## config.mk

```make
export PLATFORM = sky130hd
export DESIGN_NAME = cli_decoder
export DESIGN_NICKNAME = d
export VERILOG_FILES = /design/src/pkg/cli_pkg.sv /design/src/cli_glyph_map.sv /design/src/cli_decoder.sv
export SDC_FILE = /design/constraint.sdc
export NUM_CORES = 2
export LEC_CHECK = 0
export ABC_AREA = 1
export BUFFER_PORTS_ARGS = -buffer_cell sky130_fd_sc_hd__buf_2
export CAP_MARGIN = 10
export CORE_MARGIN = 1
export CORE_UTILIZATION = 30
export DETAILED_ROUTE_END_ITERATION = 12
export GPL_TIMING_DRIVEN = 0
export PLACE_DENSITY_LB_ADDON = 0.3
export SLEW_MARGIN = 25
export SYNTH_ARGS = -nofsm -noshare
export SYNTH_HDL_FRONTEND = slang
export SYNTH_HIERARCHICAL = 1
export SYNTH_SLANG_ARGS = --single-unit
```

## constraint.sdc

```tcl
create_clock -name pclk -period 11.5 [get_ports pclk]
set_clock_uncertainty 0.2 [all_clocks]
set_input_delay 1.15 -clock pclk [delete_from_list [all_inputs] [get_ports pclk]]
set_output_delay 1.15 -clock pclk [all_outputs]
set_load 0.02 [all_outputs]
```

## src/pkg/cli_pkg.sv

```systemverilog
/*
  Constants and carrier types for the character display instruction decoder.
  Assumes a 100 MHz pclk; busy times are derived from an internal oscillator
  tick at the documented 540 kHz.
*/
package cli_pkg;

  // ***************************************************************
  // Clock and timing
  // ***************************************************************
  localparam int unsigned CLK_HZ = 100_000_000;
  localparam int unsigned OSC_KHZ = 540;
  // Oscillator tick divider in pclk cycles (rounded down).
  localparam int unsigned OSC_DIV = CLK_HZ / (OSC_KHZ * 1000);
  localparam int unsigned CLEAR_TIME_US100 = 164;
  localparam int unsigned CMD_TIME_US = 40;
  localparam int unsigned STATUS_TIME_US = 1;
  // Busy lengths in oscillator ticks.
  localparam int unsigned CLEAR_TICKS = (CLEAR_TIME_US100 * OSC_KHZ + 99) / 100;
  localparam int unsigned CMD_TICKS = (CMD_TIME_US * OSC_KHZ + 999) / 1000;
  localparam int unsigned STATUS_TICKS = 1;

  // ***************************************************************
  // Register map (APB byte addresses)
  // ***************************************************************
  localparam logic [11:0] ADDR_CMD = 12'h000;
  localparam logic [11:0] ADDR_DATA = 12'h004;
  localparam logic [11:0] ADDR_STATUS = 12'h008;
  localparam logic [11:0] ADDR_MODE = 12'h00C;
  localparam logic [11:0] ADDR_GLYPH = 12'h010;

  // ***************************************************************
  // Reset values and sizes
  // ***************************************************************
  localparam int unsigned DISP_RAM_WORDS = 128;
  localparam int unsigned GLYPH_RAM_WORDS = 64;
  localparam logic [6:0] AC_RESET = 7'h00;
  localparam logic [7:0] CLEAR_CODE = 8'h20;
  localparam logic [4:0] COMMON_8 = 5'h08;
  localparam logic [4:0] COMMON_11 = 5'h0B;
  localparam logic [4:0] COMMON_16 = 5'h10;

  // Mode fields set by instructions.
  typedef struct packed {
    logic increment;
    logic shift_on;
    logic display_on;
    logic cursor_on;
    logic blink_on;
    logic bus_width_select;
    logic two_lines;
    logic font_tall;
  } cli_mode_type;

  // One decoded host access.
  typedef struct packed {
    logic reg_select;
    logic read_write_sel;
    logic [7:0] value;
  } cli_access_type;

endpackage

```

## src/cli_glyph_map.sv

```systemverilog
/*
  Glyph source selector: maps a character code to glyph RAM or ROM.
  Assumes the caller provides the row number of the glyph being scanned.
*/
`timescale 1ns/1ps
module cli_glyph_map (
  input wire logic pclk,
  input wire logic presetn,
  input wire logic [7:0] char_code,
  input wire logic [3:0] row,
  output logic from_ram_q,
  output logic [5:0] ram_addr_q,
  output logic [7:0] rom_index_q
);

  // Registers the lookup; bit 3 is dropped for glyph RAM codes.
  always_ff @(posedge pclk or negedge presetn) begin
    if (!presetn) begin
      from_ram_q <= 1'b0;
      ram_addr_q <= 6'h00;
      rom_index_q <= 8'h00;
    end else begin
      from_ram_q <= (char_code[7:4] == 4'h0);
      ram_addr_q <= {char_code[2:0], row[2:0]};
      // Column from the upper nibble, row from the lower.
      rom_index_q <= {char_code[7:4], char_code[3:0]};
    end
  end

endmodule

```

## src/cli_decoder.sv

```systemverilog
/*
  Instruction decoder and host port of a character display controller,
  reached over APB. Writes to CMD are instructions, DATA holds data access.
  Assumes APB master follows the protocol; one pclk domain.
*/
// Function
// Clear code fills display RAM, cancels shift, address counter to zero.
// Home cancels shift and zeros address counter, memory kept.
// Entry mode stores increment and shift-on, applied after data accesses.
// Display control latches display, cursor and blink enables.
// Shift moves display or cursor, direction from bit 2.
// Function set stores bus width, line count and font.
// Glyph address set loads six bits and selects glyph RAM.
// Display address set loads seven bits and selects display RAM.
// Status read returns busy flag and address counter.
// Data write stores to last addressed RAM.
// Data read returns byte at current address.
// Busy flag is one while an operation runs.
// Don't-care instruction bits are ignored.
// Busy length counted in oscillator ticks.
// Host writes the model's fixed line-count value.
// Codes with upper nibble zero select eight glyph RAM patterns.
// Glyph lookup uses upper nibble as column, lower as row.
// Line count and font set common count and duty.
// Host polls busy or waits before next access.
// In 4-bit mode a byte moves as two nibbles, upper first.
`timescale 1ns/1ps
module cli_decoder #(
  parameter int unsigned OSC_DIV = cli_pkg::OSC_DIV
) (
  input wire logic pclk,
  input wire logic presetn,
  input wire logic psel,
  input wire logic penable,
  input wire logic pwrite,
  input wire logic [11:0] paddr,
  input wire logic [31:0] pwdata,
  output logic [31:0] prdata,
  output logic pready,
  output logic pslverr,
  input wire logic [7:0] scan_code,
  input wire logic [3:0] scan_row,
  output logic [4:0] common_count,
  output logic display_on,
  output logic glyph_from_ram,
  output logic [5:0] glyph_ram_addr,
  output logic [7:0] glyph_rom_index
);

  // ***************************************************************
  // State
  // ***************************************************************
  typedef enum logic [2:0] {
    CLI_IDLE = 3'b001,
    CLI_BUSY = 3'b010,
    CLI_CLEAR = 3'b100
  } cli_state_type;

  cli_state_type state_q;
  cli_pkg::cli_mode_type mode_q;
  logic [6:0] address_counter_q;
  logic glyph_sel_q;
  logic [6:0] shift_q;
  logic [15:0] busy_ticks_q;
  logic [15:0] div_q;
  logic osc_tick;
  logic [6:0] clear_idx_q;
  logic nibble_phase_q;
  logic [3:0] nibble_hold_q;
  logic [7:0] read_buf_q;
  logic [7:0] display_ram [0:cli_pkg::DISP_RAM_WORDS-1];
  logic [7:0] glyph_ram [0:cli_pkg::GLYPH_RAM_WORDS-1];
  logic busy_flag;
  logic wr_acc;
  logic rd_acc;
  logic byte_done;
  logic [7:0] byte_val;
  logic is_cmd;
  logic is_data;
  logic [7:0] data_rd;

  // Address counter step in the entry-mode direction.
  function automatic logic [6:0] step(input logic [6:0] a, input logic inc);
    step = inc ? 7'(a + 7'h01) : 7'(a - 7'h01);
  endfunction

  // True when a host transfer carries a whole byte or opens a 4-bit pair;
  // false for the second transfer that closes the pair.
  function automatic logic byte_phase(input logic wide, input logic half);
    byte_phase = wide || !half;
  endfunction

  // Busy state and the access decode shared by the processes below.
  assign busy_flag = (state_q != CLI_IDLE);
  assign wr_acc = psel && penable && pwrite;
  assign rd_acc = psel && penable && !pwrite;
  assign is_cmd = (paddr == cli_pkg::ADDR_CMD);
  assign is_data = (paddr == cli_pkg::ADDR_DATA);

  // ***************************************************************
  // Host byte assembly
  // ***************************************************************
  // Pairs two nibbles on bits 7:4 into one byte in 4-bit mode.
  always_comb begin
    byte_val = pwdata[7:0];
    byte_done = wr_acc && (is_cmd || is_data);
    if (!mode_q.bus_width_select) begin
      byte_val = {nibble_hold_q, pwdata[7:4]};
      byte_done = wr_acc && (is_cmd || is_data) && nibble_phase_q;
    end
  end

  // Tracks nibble phase; CMD and DATA reads and writes each toggle it in 4-bit mode.
  always_ff @(posedge pclk or negedge presetn) begin
    if (!presetn) begin
      nibble_phase_q <= 1'b0;
      nibble_hold_q <= 4'h0;
    end else if (psel && penable && (is_cmd || is_data) &&
                 !mode_q.bus_width_select) begin
      nibble_phase_q <= !nibble_phase_q;
      if (!nibble_phase_q) begin
        nibble_hold_q <= pwdata[7:4];
      end
    end
  end

  // ***************************************************************
  // Oscillator tick
  // ***************************************************************
  // Divides pclk down to the internal oscillator rate.
  always_ff @(posedge pclk or negedge presetn) begin
    if (!presetn) begin
      div_q <= 16'h0000;
    end else if (div_q == 16'(OSC_DIV - 1)) begin
      div_q <= 16'h0000;
    end else begin
      div_q <= 16'(div_q + 16'h0001);
    end
  end
  assign osc_tick = (div_q == 16'(OSC_DIV - 1));

  // ***************************************************************
  // Instruction execution
  // ***************************************************************
  // Decodes by highest set bit; lower don't-care bits ignored.
  always_ff @(posedge pclk or negedge presetn) begin
    if (!presetn) begin
      state_q <= CLI_IDLE;
      mode_q <= '0;
      mode_q.increment <= 1'b1;
      mode_q.bus_width_select <= 1'b1;
      address_counter_q <= cli_pkg::AC_RESET;
      glyph_sel_q <= 1'b0;
      shift_q <= 7'h00;
      busy_ticks_q <= 16'h0000;
      clear_idx_q <= 7'h00;
    end else begin
      case (state_q)
        CLI_IDLE: begin
          if (byte_done && is_cmd) begin
            state_q <= CLI_BUSY;
            busy_ticks_q <= 16'(cli_pkg::CMD_TICKS);
            if (byte_val[7]) begin
              address_counter_q <= byte_val[6:0];
              glyph_sel_q <= 1'b0;
            end else if (byte_val[6]) begin
              address_counter_q <= {1'b0, byte_val[5:0]};
              glyph_sel_q <= 1'b1;
            end else if (byte_val[5]) begin
              mode_q.bus_width_select <= byte_val[4];
              mode_q.two_lines <= byte_val[3];
              mode_q.font_tall <= byte_val[2];
            end else if (byte_val[4]) begin
              if (byte_val[3]) begin
                shift_q <= step(shift_q, !byte_val[2]);
              end else begin
                address_counter_q <= step(address_counter_q,
                                          byte_val[2]);
              end
            end else if (byte_val[3]) begin
              mode_q.display_on <= byte_val[2];
              mode_q.cursor_on <= byte_val[1];
              mode_q.blink_on <= byte_val[0];
            end else if (byte_val[2]) begin
              mode_q.increment <= byte_val[1];
              mode_q.shift_on <= byte_val[0];
            end else if (byte_val[1]) begin
              address_counter_q <= cli_pkg::AC_RESET;
              glyph_sel_q <= 1'b0;
              shift_q <= 7'h00;
              busy_ticks_q <= 16'(cli_pkg::CLEAR_TICKS);
            end else if (byte_val[0]) begin
              address_counter_q <= cli_pkg::AC_RESET;
              glyph_sel_q <= 1'b0;
              shift_q <= 7'h00;
              clear_idx_q <= 7'h00;
              busy_ticks_q <= 16'(cli_pkg::CLEAR_TICKS);
              state_q <= CLI_CLEAR;
            end
          end else if (psel && penable && is_data &&
                       (pwrite ? byte_done :
                        (mode_q.bus_width_select || nibble_phase_q))) begin
            // Data access moves the counter; a data write also moves the display if enabled.
            // A 4-bit read pair moves it once, on its second transfer.
            state_q <= CLI_BUSY;
            busy_ticks_q <= 16'(cli_pkg::CMD_TICKS);
            address_counter_q <= step(address_counter_q,
                                      mode_q.increment);
            if (mode_q.shift_on && pwrite) begin
              shift_q <= step(shift_q, mode_q.increment);
            end
          end
        end
        CLI_CLEAR: begin
          clear_idx_q <= 7'(clear_idx_q + 7'h01);
          if (osc_tick) begin
            busy_ticks_q <= 16'(busy_ticks_q - 16'h0001);
          end
          if (clear_idx_q == 7'h7F) begin
            state_q <= CLI_BUSY;
          end
        end
        CLI_BUSY: begin
          if (osc_tick) begin
            if (busy_ticks_q <= 16'h0001) begin
              state_q <= CLI_IDLE;
            end else begin
              busy_ticks_q <= 16'(busy_ticks_q - 16'h0001);
            end
          end
        end
        default: begin
          state_q <= CLI_IDLE;
        end
      endcase
    end
  end

  // ***************************************************************
  // Memories
  // ***************************************************************
  // Writes data to the last addressed RAM, and clears display RAM.
  always_ff @(posedge pclk) begin
    if (state_q == CLI_CLEAR) begin
      display_ram[clear_idx_q] <= cli_pkg::CLEAR_CODE;
    end else if (state_q == CLI_IDLE && byte_done && is_data) begin
      if (glyph_sel_q) begin
        glyph_ram[address_counter_q[5:0]] <= byte_val;
      end else begin
        display_ram[address_counter_q] <= byte_val;
      end
    end
  end

  assign data_rd = glyph_sel_q ? glyph_ram[address_counter_q[5:0]] :
                   display_ram[address_counter_q];

  // Latches the addressed byte so both nibbles come from one read.
  always_ff @(posedge pclk or negedge presetn) begin
    if (!presetn) begin
      read_buf_q <= 8'h00;
    end else if (rd_acc && is_data && state_q == CLI_IDLE &&
                 byte_phase(mode_q.bus_width_select, nibble_phase_q)) begin
      read_buf_q <= data_rd;
    end
  end

  // ***************************************************************
  // APB slave
  // ***************************************************************
  // Answers every access in its first access cycle; reads registered.
  always_ff @(posedge pclk or negedge presetn) begin
    if (!presetn) begin
      prdata <= 32'h0000_0000;
      pready <= 1'b0;
      pslverr <= 1'b0;
    end else begin
      pready <= psel && !penable;
      pslverr <= psel && !penable &&
                 !(is_cmd || is_data || paddr == cli_pkg::ADDR_STATUS ||
                   paddr == cli_pkg::ADDR_MODE ||
                   paddr == cli_pkg::ADDR_GLYPH);
      prdata <= 32'h0000_0000;
      if (psel && !penable && !pwrite) begin
        case (paddr)
          cli_pkg::ADDR_CMD: begin
            // The second read of a 4-bit pair brings the low nibble.
            if (byte_phase(mode_q.bus_width_select, nibble_phase_q)) begin
              prdata <= {24'h00_0000, busy_flag, address_counter_q};
            end else begin
              prdata <= {24'h00_0000, address_counter_q[3:0], 4'h0};
            end
          end
          cli_pkg::ADDR_DATA: begin
            // The first read of a 4-bit pair brings data_rd, the second the low nibble of read_buf_q.
            if (byte_phase(mode_q.bus_width_select, nibble_phase_q)) begin
              prdata <= {24'h00_0000, data_rd};
            end else begin
              prdata <= {24'h00_0000, read_buf_q[3:0], 4'h0};
            end
          end
          cli_pkg::ADDR_STATUS: prdata <= {16'h0000, 1'b0, shift_q,
                                           7'h00, busy_flag};
          cli_pkg::ADDR_MODE: prdata <= {24'h00_0000, mode_q};
          cli_pkg::ADDR_GLYPH: prdata <= {16'h0000, glyph_rom_index,
                                          1'b0, glyph_from_ram,
                                          glyph_ram_addr};
          default: prdata <= 32'h0000_0000;
        endcase
      end
    end
  end

  // ***************************************************************
  // Display outputs
  // ***************************************************************
  // Selects common count from line count and font.
  always_ff @(posedge pclk or negedge presetn) begin
    if (!presetn) begin
      common_count <= cli_pkg::COMMON_8;
      display_on <= 1'b0;
    end else begin
      display_on <= mode_q.display_on;
      if (mode_q.two_lines) begin
        common_count <= cli_pkg::COMMON_16;
      end else if (mode_q.font_tall) begin
        common_count <= cli_pkg::COMMON_11;
      end else begin
        common_count <= cli_pkg::COMMON_8;
      end
    end
  end

  // Glyph source lookup for the scanned character.
  cli_glyph_map u_map (
    .pclk(pclk),
    .presetn(presetn),
    .char_code(scan_code),
    .row(scan_row),
    .from_ram_q(glyph_from_ram),
    .ram_addr_q(glyph_ram_addr),
    .rom_index_q(glyph_rom_index)
  );

endmodule

```

==> flow_metrics.tcl <==
set metrics [dict create \
    hpwlAfterDp_mm 207 \
    core.rowCount 177 \
    synth_largest_area_cell "sky130_fd_sc_hd__edfxtp_1" \
    regToRegSetupSlack_ps 5730 \
    area_growth_pct 17.2 \
    post_synth_instance_area_mm2 0.0702 \
    finalSetupViolCount 0 \
    worstHoldStart "scan_code[1]" \
    run_status "complete, no violations" \
    ff2ff_path_depth 16 \
    worst_setup_path_end_kind "flop" \
    ys_async_sr_fraction 0.0657 \
    layout-drive-gt1-share 0.118 \
    min_path_cells 1 \
    grt_pass1_wl_mm 400 \
    synth_flop_cell "sky130_fd_sc_hd__edfxtp_1" \
    crit_path_max_fanout 10 \
    post_synth.cell_area_avg_um2 10.4 \
    max_slew_violation_count 0 \
    global_route.overflow_total 0 \
    cts.reportedPaths.clkPinSlew_ps 60 \
    start_util 0.302 \
    worstSetupStartpointType "flop" \
    synth_compound_area_frac 0.0408 \
    route.detailed.vias_per_inst 5.25 \
    crit_arrival_ps 6270 \
    worst_ep_required_time_ps 12000 \
    timing.max_cap.violations 0 \
    reg2reg_to "prdata[5]" \
    finish.cell_count_without_fillers 10297 \
    grt_pass1_vias 48577 \
    dr.pass1.iters 12 \
    cp_slowest_cell "sky130_fd_sc_hd__buf_1" \
    slew_headroom 0.180 \
    floorplan.io_pins 116 \
    clock_path_buffers 3 \
    initialDrtViolationCount 8936 \
    fillers 23112 \
    die_y_um 486 \
    timing.critical_path.slowest_cell_delay_ps 970 \
    fin_nets 7182 \
    place.port_buffers 73 \
    max_freq_ghz 0.173 \
    critical_path.n_buffers_inverters 4 \
    synthSimpleGateAreaFrac 0.219 \
    critPathMostFrequentCell "sky130_fd_sc_hd__nand2_1" \
    syn_inst 6758 \
    period_share 0.502 \
    synth-xor-area-share 0.00424 \
    global_route.usage.total 0.247 \
    drt-total-wl_mm 298 \
    drt_drc_violations_left 0 \
    post-cts-setup-buffer-count 0 \
    min_to "u_map/rom_index_q[1]" \
    finalWorstSetupSlack_ps 5730 \
    worst_hold_path_type "in2reg" \
    fp.dieArea_mm2 0.236 \
    numCtsBuffers 169 \
    power-per-cell-area_mw_per_mm2 148 \
    tritoncts "built" \
    synth.distinct_cells 56 \
    synthesis.yosys.warnings 6 \
    period_minus_slack_ps 5770 \
    drt.antenna.violating_nets 0 \
    grt_max_degree 73 \
    post_synth_mux_area_share 0 \
    timing_worst_setup_path_type "reg2reg" \
    clock_sink_count 1644 \
    dominant_combinational_cell_family_by_area_after_synthesis "simple AND/OR/NAND/NOR gates" \
    synth_sequential_area_ratio 0.696 \
    tightest_slew_ps 1230 \
    synth-edff-count 1536 \
    cts.root.buffer_cell "sky130_fd_sc_hd__clkbuf_16" \
    initial_antenna_violation_count 16 \
    grt_setup_unrepaired "no" \
    h_tree_lvls 4 \
    core_region_area_mm2 0.233 \
    preCtsSetupSlack_ps 6030 \
    wl_per_cell_um 29.0 \
    gp_congestion 1.01 \
    yosys_register_bits 1644 \
    synth_top_area_frac 0.657 \
    numPlacedInstances 9983 \
    synth_fa_ha_area_frac 0.00160 \
    top_area_cells_in_the_synthesized_netlist "sky130_fd_sc_hd__edfxtp_1, sky130_fd_sc_hd__nand2_1, sky130_fd_sc_hd__dfrtp_1, sky130_fd_sc_hd__nor2_1, sky130_fd_sc_hd__o21ai_0" \
    crit-reg2reg-launch "address_counter_q[2]" \
    timing.critical_path.max_delay_family "buffers and inverters" \
    routed-via-count 54028 \
    worst_skew_pair.late_latency_ps 860 \
    fp.dieW_um 486 \
    vdd_ir_drop_max_uv 146 \
    static_leakage_nw 30.4 \
    crit_path_cell_chain "buf_2 -> inv_2 -> nand2_1 -> clkbuf_1 -> buf_1 -> nor2_1 -> o21ai_0 -> nand2_1 -> o21ai_0 -> nand2_1 -> nor2_1 -> nand3_1 -> nand3_1 -> nand2_1 -> nand2_1 -> a21oi_1" \
    hold_viol_final 0 \
]
metrics by stage:
stage / hold WS [ps] / power, mW / setup TNS [ps] / utilization / cell area, um^2
global route: 187 / 12.4 / 0 / 0.354 / 82200
CTS: 158 / 12.2 / 0 / 0.354 / 82200
global placement: 214 / 6.81 / -2093280 / 0.320 / 74400
finish: 210 / 12.2 / 0 / 0.354 / 82300
detailed placement: 215 / 6.83 / 0 / 0.331 / 76900
floorplan: 174 / 6.75 / 0 / - / 70300
registers in the layout, summed over array words and instances, names as in the netlist, 3 cells and up:
register	cells
u_map/rom_index_q	8
clear_idx_q	7
u_map/ram_addr_q	3
prdata	16
read_buf_q	4
shift_q	7
mode_q	8
common_count	3
busy_ticks_q	16
nibble_hold_q	4
glyph_ram	512
display_ram	1024
state_q	3
div_q	16
address_counter_q	7
logic make-up (layout without fill, tap and decap cells):
family / count (synthesis) / after routing
adders and majority gates: 9 / 9
xor gates and xnor gates: 34 / 34
DFF: 1644 / 1644
and+or+nand+nor: 3891 / 3891
buffers and inverters: 669 / 1140
other: 1 / 26
AOI/OAI and AO/OA: 510 / 510
area by class of cell:
cell class                 count  area [um^2]  share of cell area
sequential                  1644        48800               0.594
clock inverter                92          890              0.0108
multi-input combinational   4461        19200               0.233
clock buffer                 212         4450              0.0541
buffer                       339         1600              0.0195
inverter                     330         1250              0.0152
tap                         3043         3810              0.0463
timing repair buffer         167         2220              0.0270
antenna                        9         22.5            0.000274
placed cells by master, fill, tap and decap left out, drive strengths merged, types with 2 or more instances in the layout:
cell type  netlist  layout
a21o             2       2
a21oi          132     132
a22oi           14      14
a31oi            6       6
and3             2       2
buf            120     286
bufinv           0      13
clkbuf         219     431
clkinv           3      69
clkinvlp         0       5
conb             1      17
dfrtp          104     104
dfstp            4       4
diode            0       9
edfxtp        1536    1536
ha               9       9
inv            327     335
nand2         2925    2925
nand3          182     182
nand3b           6       6
nand4           24      24
nor2           629     629
nor3            35      35
nor3b            3       3
nor4             5       5
o2111ai          2       2
o211ai          45      45
o21a             5       5
o21ai          269     269
o21bai           2       2
o221ai           2       2
o22ai           19      19
o31ai            5       5
or2             79      79
xnor2            9       9
xor2            25      25
layer usage:
metal / share of wire / vias to the layer above / GRT usage
met5: 0.00020 / - / 0
met4: 0.065 / 10 / 0.140
met3: 0.13 / 744 / 0.0670
met2: 0.43 / 3845 / 0.367
met1: 0.38 / 26381 / 0.324
li1: - / 23048 / -
Yosys cell counts, drive strengths merged, types with 2 or more instances:
cell,instances
nand2,2925
edfxtp,1536
nor2,629
inv,327
o21ai,269
clkbuf,219
nand3,182
a21oi,132
buf,120
dfrtp,104
or2,79
o211ai,45
nor3,35
xor2,25
nand4,24
o22ai,19
a22oi,14
ha,9
xnor2,9
a31oi,6
nand3b,6
nor4,5
o21a,5
o31ai,5
dfstp,4
clkinv,3
nor3b,3
a21o,2
and3,2
o2111ai,2
o21bai,2
o221ai,2
report_power, final:
group	switching (mW)	total, mW	internal [mW]	leakage, nW
clock network	2.46	5.51	3.05	2.61
logic	0.144	0.209	0.0654	14.6
registers	0.0156	6.49	6.48	13.2
what timing repair did:
item	4_1_cts	5_1_grt
resized for setup	0	0
hold buffers	1	0
hold endpoints to repair	36	0
worst max path at each step:
stage | to | cells past startpoint | slack (ps) | from
2_1_floorplan | display_ram[0][1] | 4 | 3160 | pwdata[5]
3_3_place_gp | display_ram[90][0] | 5 | -5020 | pwdata[4]
6_report | prdata[5] | 16 | 5730 | address_counter_q[2]
3_5_place_dp | display_ram[118][3] | 13 | 6030 | paddr[11]
5_1_grt | prdata[5] | 16 | 6000 | address_counter_q[2]
4_1_cts | prdata[5] | 16 | 6180 | address_counter_q[2]
Note: power is estimated with default switching activity, not from simulation.
